$ cat src/hdl/crwag_pkg.sv
// package: shared constants and carrier types for the cpu register file and access guard
package crwag_pkg;
  // working register file
  localparam int REG_COUNT = 32;
  localparam int REG_AW = 5;
  localparam logic [4:0] PTR_A_LO = 5'h1a;
  localparam logic [4:0] PTR_B_LO = 5'h1c;
  localparam logic [4:0] PTR_C_LO = 5'h1e;
  // i/o offsets
  localparam logic [5:0] OFS_PROT_KEY = 6'h04;
  localparam logic [5:0] OFS_STACK_LO = 6'h0d;
  localparam logic [5:0] OFS_STACK_HI = 6'h0e;
  localparam logic [5:0] OFS_FLAGS = 6'h0f;
  localparam logic [5:0] OFS_TEMP = 6'h10;
  // keys and field positions
  localparam logic [7:0] KEY_IO_UNLOCK = 8'hd8;
  localparam logic [7:0] KEY_SELF_PROG = 8'h9d;
  localparam int BIT_IO_OPEN = 0;
  localparam int BIT_SP_OPEN = 1;
  // reset values
  localparam logic [7:0] RST_PROT_KEY = 8'h00;
  localparam logic [7:0] RST_FLAGS = 8'h00;
  localparam logic [7:0] RST_TEMP = 8'h00;
  // window length in instructions
  localparam logic [2:0] WIN_INSTR = 3'h4;

  typedef enum logic [1:0] {
    CRWAG_PM_DISP = 2'b00,
    CRWAG_PM_POSTINC = 2'b01,
    CRWAG_PM_PREDEC = 2'b10
  } crwag_pmode_t;

  typedef enum logic [1:0] {
    CRWAG_PSEL_A = 2'b00,
    CRWAG_PSEL_B = 2'b01,
    CRWAG_PSEL_C = 2'b10
  } crwag_psel_t;

  // register file request from the execution logic
  typedef struct packed {
    logic [4:0] rd_a;
    logic [4:0] rd_b;
    logic wide_rd;
    logic we;
    logic we_wide;
    logic [4:0] wr_addr;
    logic [15:0] wr_data;
  } crwag_rf_req_t;

  // pointer request
  typedef struct packed {
    logic valid;
    crwag_psel_t sel;
    crwag_pmode_t mode;
    logic [5:0] disp;
  } crwag_ptr_req_t;

  // i/o bus access
  typedef struct packed {
    logic rd;
    logic wr;
    logic [5:0] addr;
    logic [7:0] wdata;
  } crwag_io_req_t;

  // events that close the unlock windows
  typedef struct packed {
    logic instr_done;
    logic data_wr;
    logic nvm_ldst;
    logic sleep_exec;
  } crwag_evt_t;

  function automatic logic [4:0] crwag_ptr_base(input crwag_psel_t s);
    case (s)
      CRWAG_PSEL_A: crwag_ptr_base = PTR_A_LO;
      CRWAG_PSEL_B: crwag_ptr_base = PTR_B_LO;
      default: crwag_ptr_base = PTR_C_LO;
    endcase
  endfunction
endpackage

$ cat src/hdl/crwag_top.sv
// cpu working register file, pointer pairs, wide access temp and change protection
//
// Behaviour
// RQ1: thirty-two 8-bit registers, single-cycle access
// RQ2: 8/8, 8+8/8or16, 16/16 port combinations
// RQ3: own address space, unreachable by loads/stores
// RQ4: 0x1a, 0x1c, 0x1e pair little-endian pointers
// RQ5: all pointers for data; third for table/indirect
// RQ6: displacement, post-increment, pre-decrement modes
// RQ7: low write to temp, high write commits
// RQ8: low read latches high; high read returns temp
// RQ9: other side accesses low byte first
// RQ10: temporary byte directly readable and writable
// RQ11: key 0xd8 opens four-instruction i/o window
// RQ12: key 0x9d opens four-instruction programming window
// RQ13: software sets change-enable bit with data
// RQ14: i/o window closes on writes, nvm, sleep
// RQ15: programming window closes on nvm, sleep
// RQ16: interrupts held pending while window open
// RQ17: key bit0/bit1 show open windows
// RQ18: key bits 7:2 read zero
// RQ19: other key values open nothing
// RQ20: stack pointer split low/high, unused bits zero
module crwag_top
  import crwag_pkg::*;
#(
  parameter logic [15:0] SP_RESET = 16'h3fff,
  parameter logic [15:0] SP_MASK = 16'h3fff
) (
  // clock and reset
  input wire logic i_clk,
  input wire logic i_rst_b,
  // register file
  input wire crwag_pkg::crwag_rf_req_t i_rf,
  output logic [7:0] o_rd_a,
  output logic [7:0] o_rd_b,
  output logic [15:0] o_rd_wide,
  // pointer unit
  input wire crwag_pkg::crwag_ptr_req_t i_ptr,
  output logic [15:0] o_ptr_addr,
  output logic [15:0] o_third_ptr,
  // i/o register bus
  input wire crwag_pkg::crwag_io_req_t i_io,
  output logic [7:0] o_io_rdata,
  // protection, stack pointer and flags
  input wire crwag_pkg::crwag_evt_t i_evt,
  input wire logic i_prot_wr,
  input wire logic i_nvm_cmd_wr,
  output logic o_prot_wr_ok,
  output logic o_nvm_cmd_ok,
  output logic o_irq_hold,
  output logic [15:0] o_stack_ptr,
  output logic [7:0] o_flags
);
  import crwag_pkg::*;

  //////////////////////////////////////////////////////////////////////////////
  // register file
  logic [7:0] gpr_r [REG_COUNT];
  logic [4:0] ptr_lo;
  logic [15:0] ptr_val;
  logic [15:0] ptr_nxt;
  logic ptr_upd;
  logic [4:0] wr_hi_addr;

  // one 5-bit space of its own; the i/o bus never decodes into it
  assign wr_hi_addr = 5'(i_rf.wr_addr + 5'h1);  // RQ3
  assign ptr_lo = crwag_ptr_base(i_ptr.sel);
  assign ptr_val = {gpr_r[5'(ptr_lo + 5'h1)], gpr_r[ptr_lo]};  // RQ4
  // pointer modes; pre-decrement shows the lowered address
  assign ptr_nxt = (i_ptr.mode == CRWAG_PM_POSTINC) ? 16'(ptr_val + 16'h1) :
                   16'(ptr_val - 16'h1);  // RQ6
  assign ptr_upd = i_ptr.valid && (i_ptr.mode != CRWAG_PM_DISP);

  always_ff @(posedge i_clk or negedge i_rst_b) begin
    if (!i_rst_b) begin
      for (int i = 0; i < REG_COUNT; i++) gpr_r[i] <= 8'h00;
    end else begin
      if (i_rf.we) begin
        gpr_r[i_rf.wr_addr] <= i_rf.wr_data[7:0];  // RQ1
        if (i_rf.we_wide) gpr_r[wr_hi_addr] <= i_rf.wr_data[15:8];  // RQ2
      end
      if (ptr_upd) begin
        gpr_r[ptr_lo] <= ptr_nxt[7:0];  // RQ6
        gpr_r[5'(ptr_lo + 5'h1)] <= ptr_nxt[15:8];
      end
    end
  end

  always_ff @(posedge i_clk or negedge i_rst_b) begin
    if (!i_rst_b) begin
      o_rd_a <= 8'h00;
      o_rd_b <= 8'h00;
      o_rd_wide <= 16'h0000;
      o_ptr_addr <= 16'h0000;
      o_third_ptr <= 16'h0000;
    end else begin
      o_rd_a <= gpr_r[i_rf.rd_a];  // RQ2
      o_rd_b <= gpr_r[i_rf.rd_b];
      o_rd_wide <= i_rf.wide_rd ? {gpr_r[5'(i_rf.rd_a + 5'h1)], gpr_r[i_rf.rd_a]} : 16'h0000;
      o_ptr_addr <= (i_ptr.mode == CRWAG_PM_DISP) ? 16'(ptr_val + {10'h000, i_ptr.disp}) :
                    (i_ptr.mode == CRWAG_PM_PREDEC) ? ptr_nxt : ptr_val;  // RQ5
      // table reads and indirect jumps see only the third pair
      o_third_ptr <= {gpr_r[PTR_C_LO + 5'h1], gpr_r[PTR_C_LO]};  // RQ5
    end
  end

  //////////////////////////////////////////////////////////////////////////////
  // i/o decode, temporary byte and stack pointer
  logic wr_key, wr_sp_lo, wr_sp_hi, rd_sp_lo, rd_sp_hi, wr_flags, wr_temp;
  logic [7:0] temp_r, temp_nxt, flags_r, key_rd, rdata_nxt;
  logic [15:0] sp_val;
  logic [7:0] sp_lo_rd;
  logic io_open, sp_open;

  assign wr_key = i_io.wr && (i_io.addr == OFS_PROT_KEY);
  assign wr_sp_lo = i_io.wr && (i_io.addr == OFS_STACK_LO);
  assign wr_sp_hi = i_io.wr && (i_io.addr == OFS_STACK_HI);
  assign rd_sp_lo = i_io.rd && (i_io.addr == OFS_STACK_LO);
  assign rd_sp_hi = i_io.rd && (i_io.addr == OFS_STACK_HI);
  assign wr_flags = i_io.wr && (i_io.addr == OFS_FLAGS);
  assign wr_temp = i_io.wr && (i_io.addr == OFS_TEMP);

  // low write parks data, low read parks the high half
  assign temp_nxt = (wr_sp_lo || wr_temp) ? i_io.wdata :  // RQ7 RQ10
                    rd_sp_lo ? sp_val[15:8] : temp_r;  // RQ8

  crwag_wide_reg #(
    .RST_VAL(SP_RESET),
    .IMPL_MASK(SP_MASK)
  ) u_sp (
    .i_clk(i_clk),
    .i_rst_b(i_rst_b),
    .i_wr_lo(wr_sp_lo),
    .i_wr_hi(wr_sp_hi),
    .i_rd_lo(rd_sp_lo),
    .i_wdata(i_io.wdata),
    .i_temp(temp_r),
    .o_value(sp_val),
    .o_lo_rd(sp_lo_rd)
  );

  assign key_rd = {6'h00, sp_open, io_open};  // RQ17 RQ18

  always_comb begin
    case (i_io.addr)
      OFS_PROT_KEY: rdata_nxt = key_rd;
      OFS_STACK_LO: rdata_nxt = sp_lo_rd;  // RQ20
      OFS_STACK_HI: rdata_nxt = temp_r;  // RQ8
      OFS_FLAGS: rdata_nxt = flags_r;
      OFS_TEMP: rdata_nxt = temp_r;  // RQ10
      default: rdata_nxt = 8'h00;
    endcase
  end

  always_ff @(posedge i_clk or negedge i_rst_b) begin
    if (!i_rst_b) begin
      temp_r <= RST_TEMP;
      flags_r <= RST_FLAGS;
      o_io_rdata <= 8'h00;
      o_stack_ptr <= 16'h0000;
      o_flags <= RST_FLAGS;
    end else begin
      temp_r <= temp_nxt;
      if (wr_flags) flags_r <= i_io.wdata;
      o_io_rdata <= i_io.rd ? rdata_nxt : 8'h00;
      o_stack_ptr <= sp_val;
      o_flags <= wr_flags ? i_io.wdata : flags_r;
    end
  end

  //////////////////////////////////////////////////////////////////////////////
  // change protection windows
  logic key_io, key_sp, close_io, close_sp;

  assign key_io = wr_key && (i_io.wdata == KEY_IO_UNLOCK);  // RQ11 RQ19
  assign key_sp = wr_key && (i_io.wdata == KEY_SELF_PROG);  // RQ12 RQ19
  // the key write itself is not a closing write
  assign close_io = (i_evt.data_wr && !wr_key) || i_evt.nvm_ldst || i_evt.sleep_exec;  // RQ14
  assign close_sp = i_evt.nvm_ldst || i_evt.sleep_exec;  // RQ15

  crwag_guard u_io_win (
    .i_clk(i_clk),
    .i_rst_b(i_rst_b),
    .i_key_wr(key_io),
    .i_key(i_io.wdata),
    .i_close(close_io),
    .i_instr_done(i_evt.instr_done),
    .o_open(io_open),
    .o_opening()
  );

  crwag_guard u_sp_win (
    .i_clk(i_clk),
    .i_rst_b(i_rst_b),
    .i_key_wr(key_sp),
    .i_key(i_io.wdata),
    .i_close(close_sp),
    .i_instr_done(i_evt.instr_done),
    .o_open(sp_open),
    .o_opening()
  );

  // the protected write is allowed in the cycle it arrives, before the window closes
  always_ff @(posedge i_clk or negedge i_rst_b) begin
    if (!i_rst_b) begin
      o_prot_wr_ok <= 1'b0;
      o_nvm_cmd_ok <= 1'b0;
      o_irq_hold <= 1'b0;
    end else begin
      o_prot_wr_ok <= i_prot_wr && io_open;  // RQ11
      o_nvm_cmd_ok <= i_nvm_cmd_wr && sp_open;  // RQ12
      o_irq_hold <= (io_open && !close_io) || (sp_open && !close_sp) || key_io || key_sp;  // RQ16
    end
  end
endmodule

$ cat src/hdl/crwag_wide_reg.sv
// 16-bit register on the 8-bit bus with shared temporary byte
module crwag_wide_reg #(
  parameter logic [15:0] RST_VAL = 16'h0000,
  parameter logic [15:0] IMPL_MASK = 16'hffff
) (
  // clock and reset
  input wire logic i_clk,
  input wire logic i_rst_b,
  // byte access
  input wire logic i_wr_lo,
  input wire logic i_wr_hi,
  input wire logic i_rd_lo,
  input wire logic [7:0] i_wdata,
  input wire logic [7:0] i_temp,
  // state
  output logic [15:0] o_value,
  output logic [7:0] o_lo_rd
);
  logic [15:0] val_r;
  logic [15:0] val_nxt;

  // high byte write copies the held low byte in the same cycle
  assign val_nxt = i_wr_hi ? ({i_wdata, i_temp} & IMPL_MASK) : val_r;
  assign o_value = val_r;
  assign o_lo_rd = val_r[7:0];

  always_ff @(posedge i_clk or negedge i_rst_b) begin
    if (!i_rst_b) begin
      val_r <= RST_VAL & IMPL_MASK;
    end else begin
      val_r <= val_nxt;
    end
  end
endmodule

$ cat src/hdl/crwag_guard.sv
// configuration change protection window counter
module crwag_guard (
  // clock and reset
  input wire logic i_clk,
  input wire logic i_rst_b,
  // key write and closing events
  input wire logic i_key_wr,
  input wire logic [7:0] i_key,
  input wire logic i_close,
  input wire logic i_instr_done,
  // window state
  output logic o_open,
  output logic o_opening
);
  import crwag_pkg::*;
  logic [2:0] cnt_r;
  logic [2:0] cnt_nxt;

  // flags the cycle in which a closed window is being opened
  assign o_opening = i_key_wr && !o_open;
  assign o_open = cnt_r != 3'h0;
  // the key write itself is an instruction; the window counts the next four
  assign cnt_nxt = i_key_wr ? WIN_INSTR :
                   i_close ? 3'h0 :
                   (o_open && i_instr_done) ? 3'(cnt_r - 3'h1) : cnt_r;

  always_ff @(posedge i_clk or negedge i_rst_b) begin
    if (!i_rst_b) begin
      cnt_r <= 3'h0;
    end else begin
      cnt_r <= cnt_nxt;
    end
  end
endmodule

$ cat config.mk
export PLATFORM = sky130hd
export DESIGN_NAME = crwag_top
export DESIGN_NICKNAME = d
export VERILOG_FILES = /design/src/hdl/crwag_pkg.sv /design/src/hdl/crwag_top.sv /design/src/hdl/crwag_wide_reg.sv /design/src/hdl/crwag_guard.sv
export SDC_FILE = /design/constraint.sdc
export NUM_CORES = 1
export LEC_CHECK = 0
export BUFFER_PORTS_ARGS = -buffer_cell sky130_fd_sc_hd__buf_2
export CORE_MARGIN = 5
export CORE_UTILIZATION = 55
export DETAILED_ROUTE_END_ITERATION = 8
export GPL_TIMING_DRIVEN = 1
export HOLD_SLACK_MARGIN = 0.15
export PLACE_DENSITY = 0.71
export RECOVER_POWER = 50
export SYNTH_ARGS = -nofsm -noshare
export SYNTH_HDL_FRONTEND = slang
export SYNTH_SLANG_ARGS = --single-unit
$ cat constraint.sdc
create_clock -name i_clk -period 5.8 [get_ports i_clk]
set_clock_uncertainty 0.1 [all_clocks]
set_input_delay 0.87 -clock i_clk [delete_from_list [all_inputs] [get_ports i_clk]]
set_output_delay 0.87 -clock i_clk [all_outputs]
set_load 0.005 [all_outputs]
# After elaboration in Yosys (flattened, before gate mapping)
# Cells that the tools add are included.
[word_totals]
regBits = 381
inputBits = 69
word_cells = 167
[op_classes]
addsub = 8
n_lt_le_gt_ge = 11
n_eq_ne = 10
n_mux = 45
bitwise = 7
reduce_logical = 39
[op_table]
columns = ["op", "count"]
rows = [
  ["$bwmux 256", 4],
  ["$mux 256", 3],
  ["$bmux 8 s5", 5],
  ["$demux 8 s5", 4],
  ["$mux 8", 17],
  ["$mux 16", 4],
  ["$ge 6x6->1 const B", 7],
  ["$not 5->6", 7],
  ["$pmux 8 s4", 1],
  ["$lt 6x1->1 const B", 4],
  ["$logic_and 1x1->1", 20],
  ["$eq 6x4->1 const B", 3],
  ["$mux 3", 6],
  ["$add 16x1->16 const B", 1],
  ["$add 16x6->16", 1],
  ["$eq 8x8->1 const B", 2],
  ["$sub 16x1->16 const B", 1],
  ["$add 5x1->5 const B", 3],
  ["$reduce_bool 3->1", 4],
  ["$logic_or 1x1->1", 7],
  ["$eq 6x3->1 const B", 1],
  ["$eq 6x5->1 const B", 1],
  ["$pmux 3 s2", 1],
  ["$sub 3x1->3 const B", 2],
  ["other kinds (6)", 11],
]

# Longest topological paths before layout
[logic_depth]
word_depth = 12
depth_mapped = 13
mapped_depth_nobuf = 11

# Modules after synthesis
# A second synthesis with hierarchy kept.
[unflattened]
hier_cells = 2205
hier_area_um2 = 24681.2
[by_module_without_submodules]
columns = ["module", "instances", "cells_each", "area_each_um2", "seq_area_each_um2"]
rows = [
  ["crwag_top", 1, 2121, 23662.7, 9083.7],
  ["crwag_wide_reg", 1, 40, 615.6, 367.9],
  ["crwag_guard", 2, 22, 201.4, 75.1],
]

# Worst setup path before layout
# Ideal clock, no wire load.
[synth_timing]
kind = "input to register"
startpoint = "input i_ptr[9] (netlist name)"
endpoint = "register o_ptr_addr[11]"
setup_time_ns = 0.104
t_arrival_ns = 3.655
path_slack_ns = 1.942
cell_stages = 13
cell_sequence = "buf_2 buf_1 clkbuf_1 nor2_1 a21oi_1 inv_1 ha_1 a211oi_1 o21bai_1 o311a_1 nand3_1 mux2_2 a221oi_1"
[synth_via]
elab_chain_len = 11
word_cells_on_any_way = 18
classes_between = "add/sub (4); eq/ne (1); mux (10); bitwise (2); reduce/logical (1)"
[synth_lines]
columns = ["element", "line_no", "text"]
rows = [
  ["start: declaration", "crwag_top.sv:39", "input wire crwag_pkg::crwag_ptr_req_t i_ptr,"],
  ["$eq 2x1->1 / $logic_not 2->1 (equally long branches)", "crwag_pkg.sv:75", "case (s)"],
  ["$pmux 3 s2 (*)", "crwag_pkg.sv:75", ""],
  ["$add 5x1->5", "crwag_top.sv:69", "assign ptr_val = {gpr_r[5'(ptr_lo + 5'h1)], gpr_r[ptr_lo]};"],
  ["$not 5->6 (implied by the code)", "crwag_top.sv:69", ""],
  ["$bmux 8 s5", "crwag_top.sv:69", ""],
  ["$mux 8 (implied by the code) (2 in a row)", "crwag_top.sv:69", ""],
  ["$sub 16x1->16 / $add 16x1->16 (equally long branches)", "crwag_top.sv:72, crwag_top.sv:71", ""],
  ["$mux 16", "crwag_top.sv:71", "assign ptr_nxt = (i_ptr.mode == CRWAG_PM_POSTINC) ? 16'(ptr_val + 16'h1) :"],
  ["$mux 16", "crwag_top.sv:102", "(i_ptr.mode == CRWAG_PM_PREDEC) ? ptr_nxt : ptr_val;"],
  ["$mux 16 (*)", "crwag_top.sv:101", "o_ptr_addr <= (i_ptr.mode == CRWAG_PM_DISP) ? 16'(ptr_val + {10'h000, i_ptr.disp}) :"],
  ["end signal: assignment", "crwag_top.sv:101", ""],
  ["end: declaration", "crwag_top.sv:40", "output logic [15:0] o_ptr_addr,"],
]
# Every way passes the cells marked *; elsewhere a longest branch is shown, timed or not. The select of a mux whose other input is x is not followed.
# A chain may end at the register's enable or synchronous reset.

==> flow_summary.yaml <==
setup_path:
  cp.arrival_ns: 4.60
  path_max_fanout: 122
  start_kind: "input pin"
  max_stage_delay_ns: 2.18
  crit_type: "in -> async"
  required_ns: 6.11
  critPathTopFamily: "buffers and inverters"
  end_kind: "asynchronous set/reset pin"
  path_buf_inv: 2
  worst_path_most_repeated_cell: "clkbuf_2"
  ff2ff_setup_slack_ns: 2.21
  cp_cell_sequence: "clkbuf_2 -> clkbuf_2"
  crit_slowest_cell: "clkbuf_2"
routing:
  vias_per_cell: 7.41
  vias: 21101
  drt_iter0_markers: 3239
  ant_nets: 0
  wl_per_cell_um: 30.2
  drc: 0
  firstDrtPassIters: 8
  finalWirelength_um: 85900
die:
  ios: 168
  initial_core_util_pct: 55.8
  die_area_um2: 48200
  core_area_um2: 43300
  die_w_um: 219
  die_h_um: 219
  rows: 76
clocking:
  clk_pin_slew_ns: 0.06
  cts_resized: 0
  cts_hold_buf: 0
  clk_path_buf_depth: 3
  cts_tree: "built"
  postCtsSetupBuffers: 0
  ctsRootBufferMaster: "clkbuf_16"
  clkLatencyLatePin_ns: 0.60
  clock_sinks: 381
  htreeDepth: 2
  cts_buffers: 44
synthesis:
  ys_ff_latch: 381
  synth_edf_count: 0
  ys_warn_count: 0
  ys_types: 74
  synth_area_um2: 24100
  synthFlopType: "dfrtp_1"
  syn_avg_cell_area_um2: 11.0
  netlist_instances: 2191
  yosysSeqAreaShare_pct: 39.6
  synthArstFlopShare_pct: 100
power:
  total_power_mw: 11.5
  p_leak_nw: 10.6
  peakVddDrop_mv: 0.306
  p_per_area_nw_per_um2: 431
final_layout:
  final_cell_mix: "367 x dfrtp_1, 240 x mux4_2, 221 x o22ai_1, 218 x nor2_1, 202 x a21oi_1"
  final_core_util_pct: 61.4
  nets: 2325
  layout_commonest_cell: "dfrtp_1"
  syn_to_final_growth_pct: 10.0
  fillers: 3513
  drive_above_1_share_pct: 22.8
sta:
  hold_viol_final: 0
  fin_crit_ns: 4.29
  setup_viol: 0
  drv_slew: 178
  setup_tns_ns: 0
  finalCritPeriodShare_pct: 74.0
  slew_headroom_pct: -115
  clock.fmax_mhz: 233
  rsz0062_at_grt: "no"
  max_slew.worst_pin.slew_ns: 3.23
min_path:
  hold_path_class: "reg -> reg"
placed_design:
  io_buffers: 165
  gp_congestion: 1.00
  hpwl_um: 57600
grt:
  antenna_found_initial: 9
  grt_overflow: 0
  grt_max_degree: 185
  grt_pass1_vias: 20414
  grt_pass1_wl_um: 130000
  track_usage_pct: 35.5
run:
  cap_violations: 2
status:
  failed_checks: "capacitance limit, slew limit"
  outcome: "complete, but fails checks"
area by class of cell:
type	count	area, µm²	share of cell area (%)
multi-input combinational	1588	13700	51.4
clock inverter	15	228	0.857
tap	585	732	2.76
antenna	3	7.51	0.0283
sequential	381	9550	36.0
inverter	31	116	0.438
clock buffer	63	1270	4.79
timing repair buffer	183	995	3.75
cell families after synthesis:
kind of cell	Yosys count	share of synthesized area, %
AOI/OAI and AO/OA	707	18.6
xor gates and xnor gates	21	0.762
adders and majority gates	27	1.46
buffers and inverters	223	3.93
DFF	381	39.6
muxes	335	26.6
other	1	0.0155
and+or+nand+nor	496	9.07
path summary, 6_finish.rpt:
path	start	endpoint	cells past startpoint
max	i_rst_b	asynchronous set/reset pin	2
min	u_sp.o_value[3]	o_stack_ptr[3]	0
max reg2reg	gpr_r[24]	gpr_r[20]	9
min reg2reg	u_sp.o_value[3]	o_stack_ptr[3]	0
max in group i_clk	i_ptr[9]	o_ptr_addr[14]	12
min in group asynchronous	i_rst_b	temp_r[6]	1
layer usage:
layer	up-vias	GRT usage [%]	part of all wire (%)
met5	-	0	0.058
met4	8	13.3	4.5
met3	280	13.2	16
met2	1685	51.0	43
met1	10518	49.8	37
li1	8610	-	-
synthesized netlist by cell type (all sizes together) (7+ instances only):
cell type / n / area, µm²
dfrtp: 367 / 9180
mux4: 240 / 5410
o22ai: 223 / 1410
nor2: 218 / 818
a21oi: 202 / 1010
nand2: 142 / 533
clkbuf: 136 / 510
o21ai: 80 / 400
buf: 56 / 323
mux2i: 51 / 510
mux2: 44 / 495
nand3: 41 / 205
o211ai: 37 / 278
a22o: 35 / 307
inv: 31 / 116
a21boi: 27 / 225
and2: 26 / 163
a2bb2oi: 25 / 219
ha: 25 / 313
nor2b: 16 / 100
dfstp: 14 / 368
xnor2: 13 / 114
nand4: 11 / 68.8
o21a: 11 / 82.6
o221ai: 11 / 96.3
a211oi: 9 / 72.6
a21o: 9 / 67.6
xor2: 8 / 70.1
and3: 7 / 43.8
nand2b: 7 / 43.8
power by group:
group          switching, mW  internal (mW)
logic                   2.08           1.98
registers              0.995           3.47
clock network           1.18           1.75
total                   4.26           7.20
stage by stage:
stage                     hold slack (ns)  instances  setup slack (ns)  instance area (µm²)
after floorplan                     0.294       2192              1.94                24100
after global placement              0.296       2768              1.45                25100
after detailed placement            0.300       2768              1.37                25100
after CTS                           0.304       2846              1.97                26600
after global routing                0.320       2848             0.846                26600
final                               0.315       2849              1.51                26600
(Power assumes the default switching activity.)
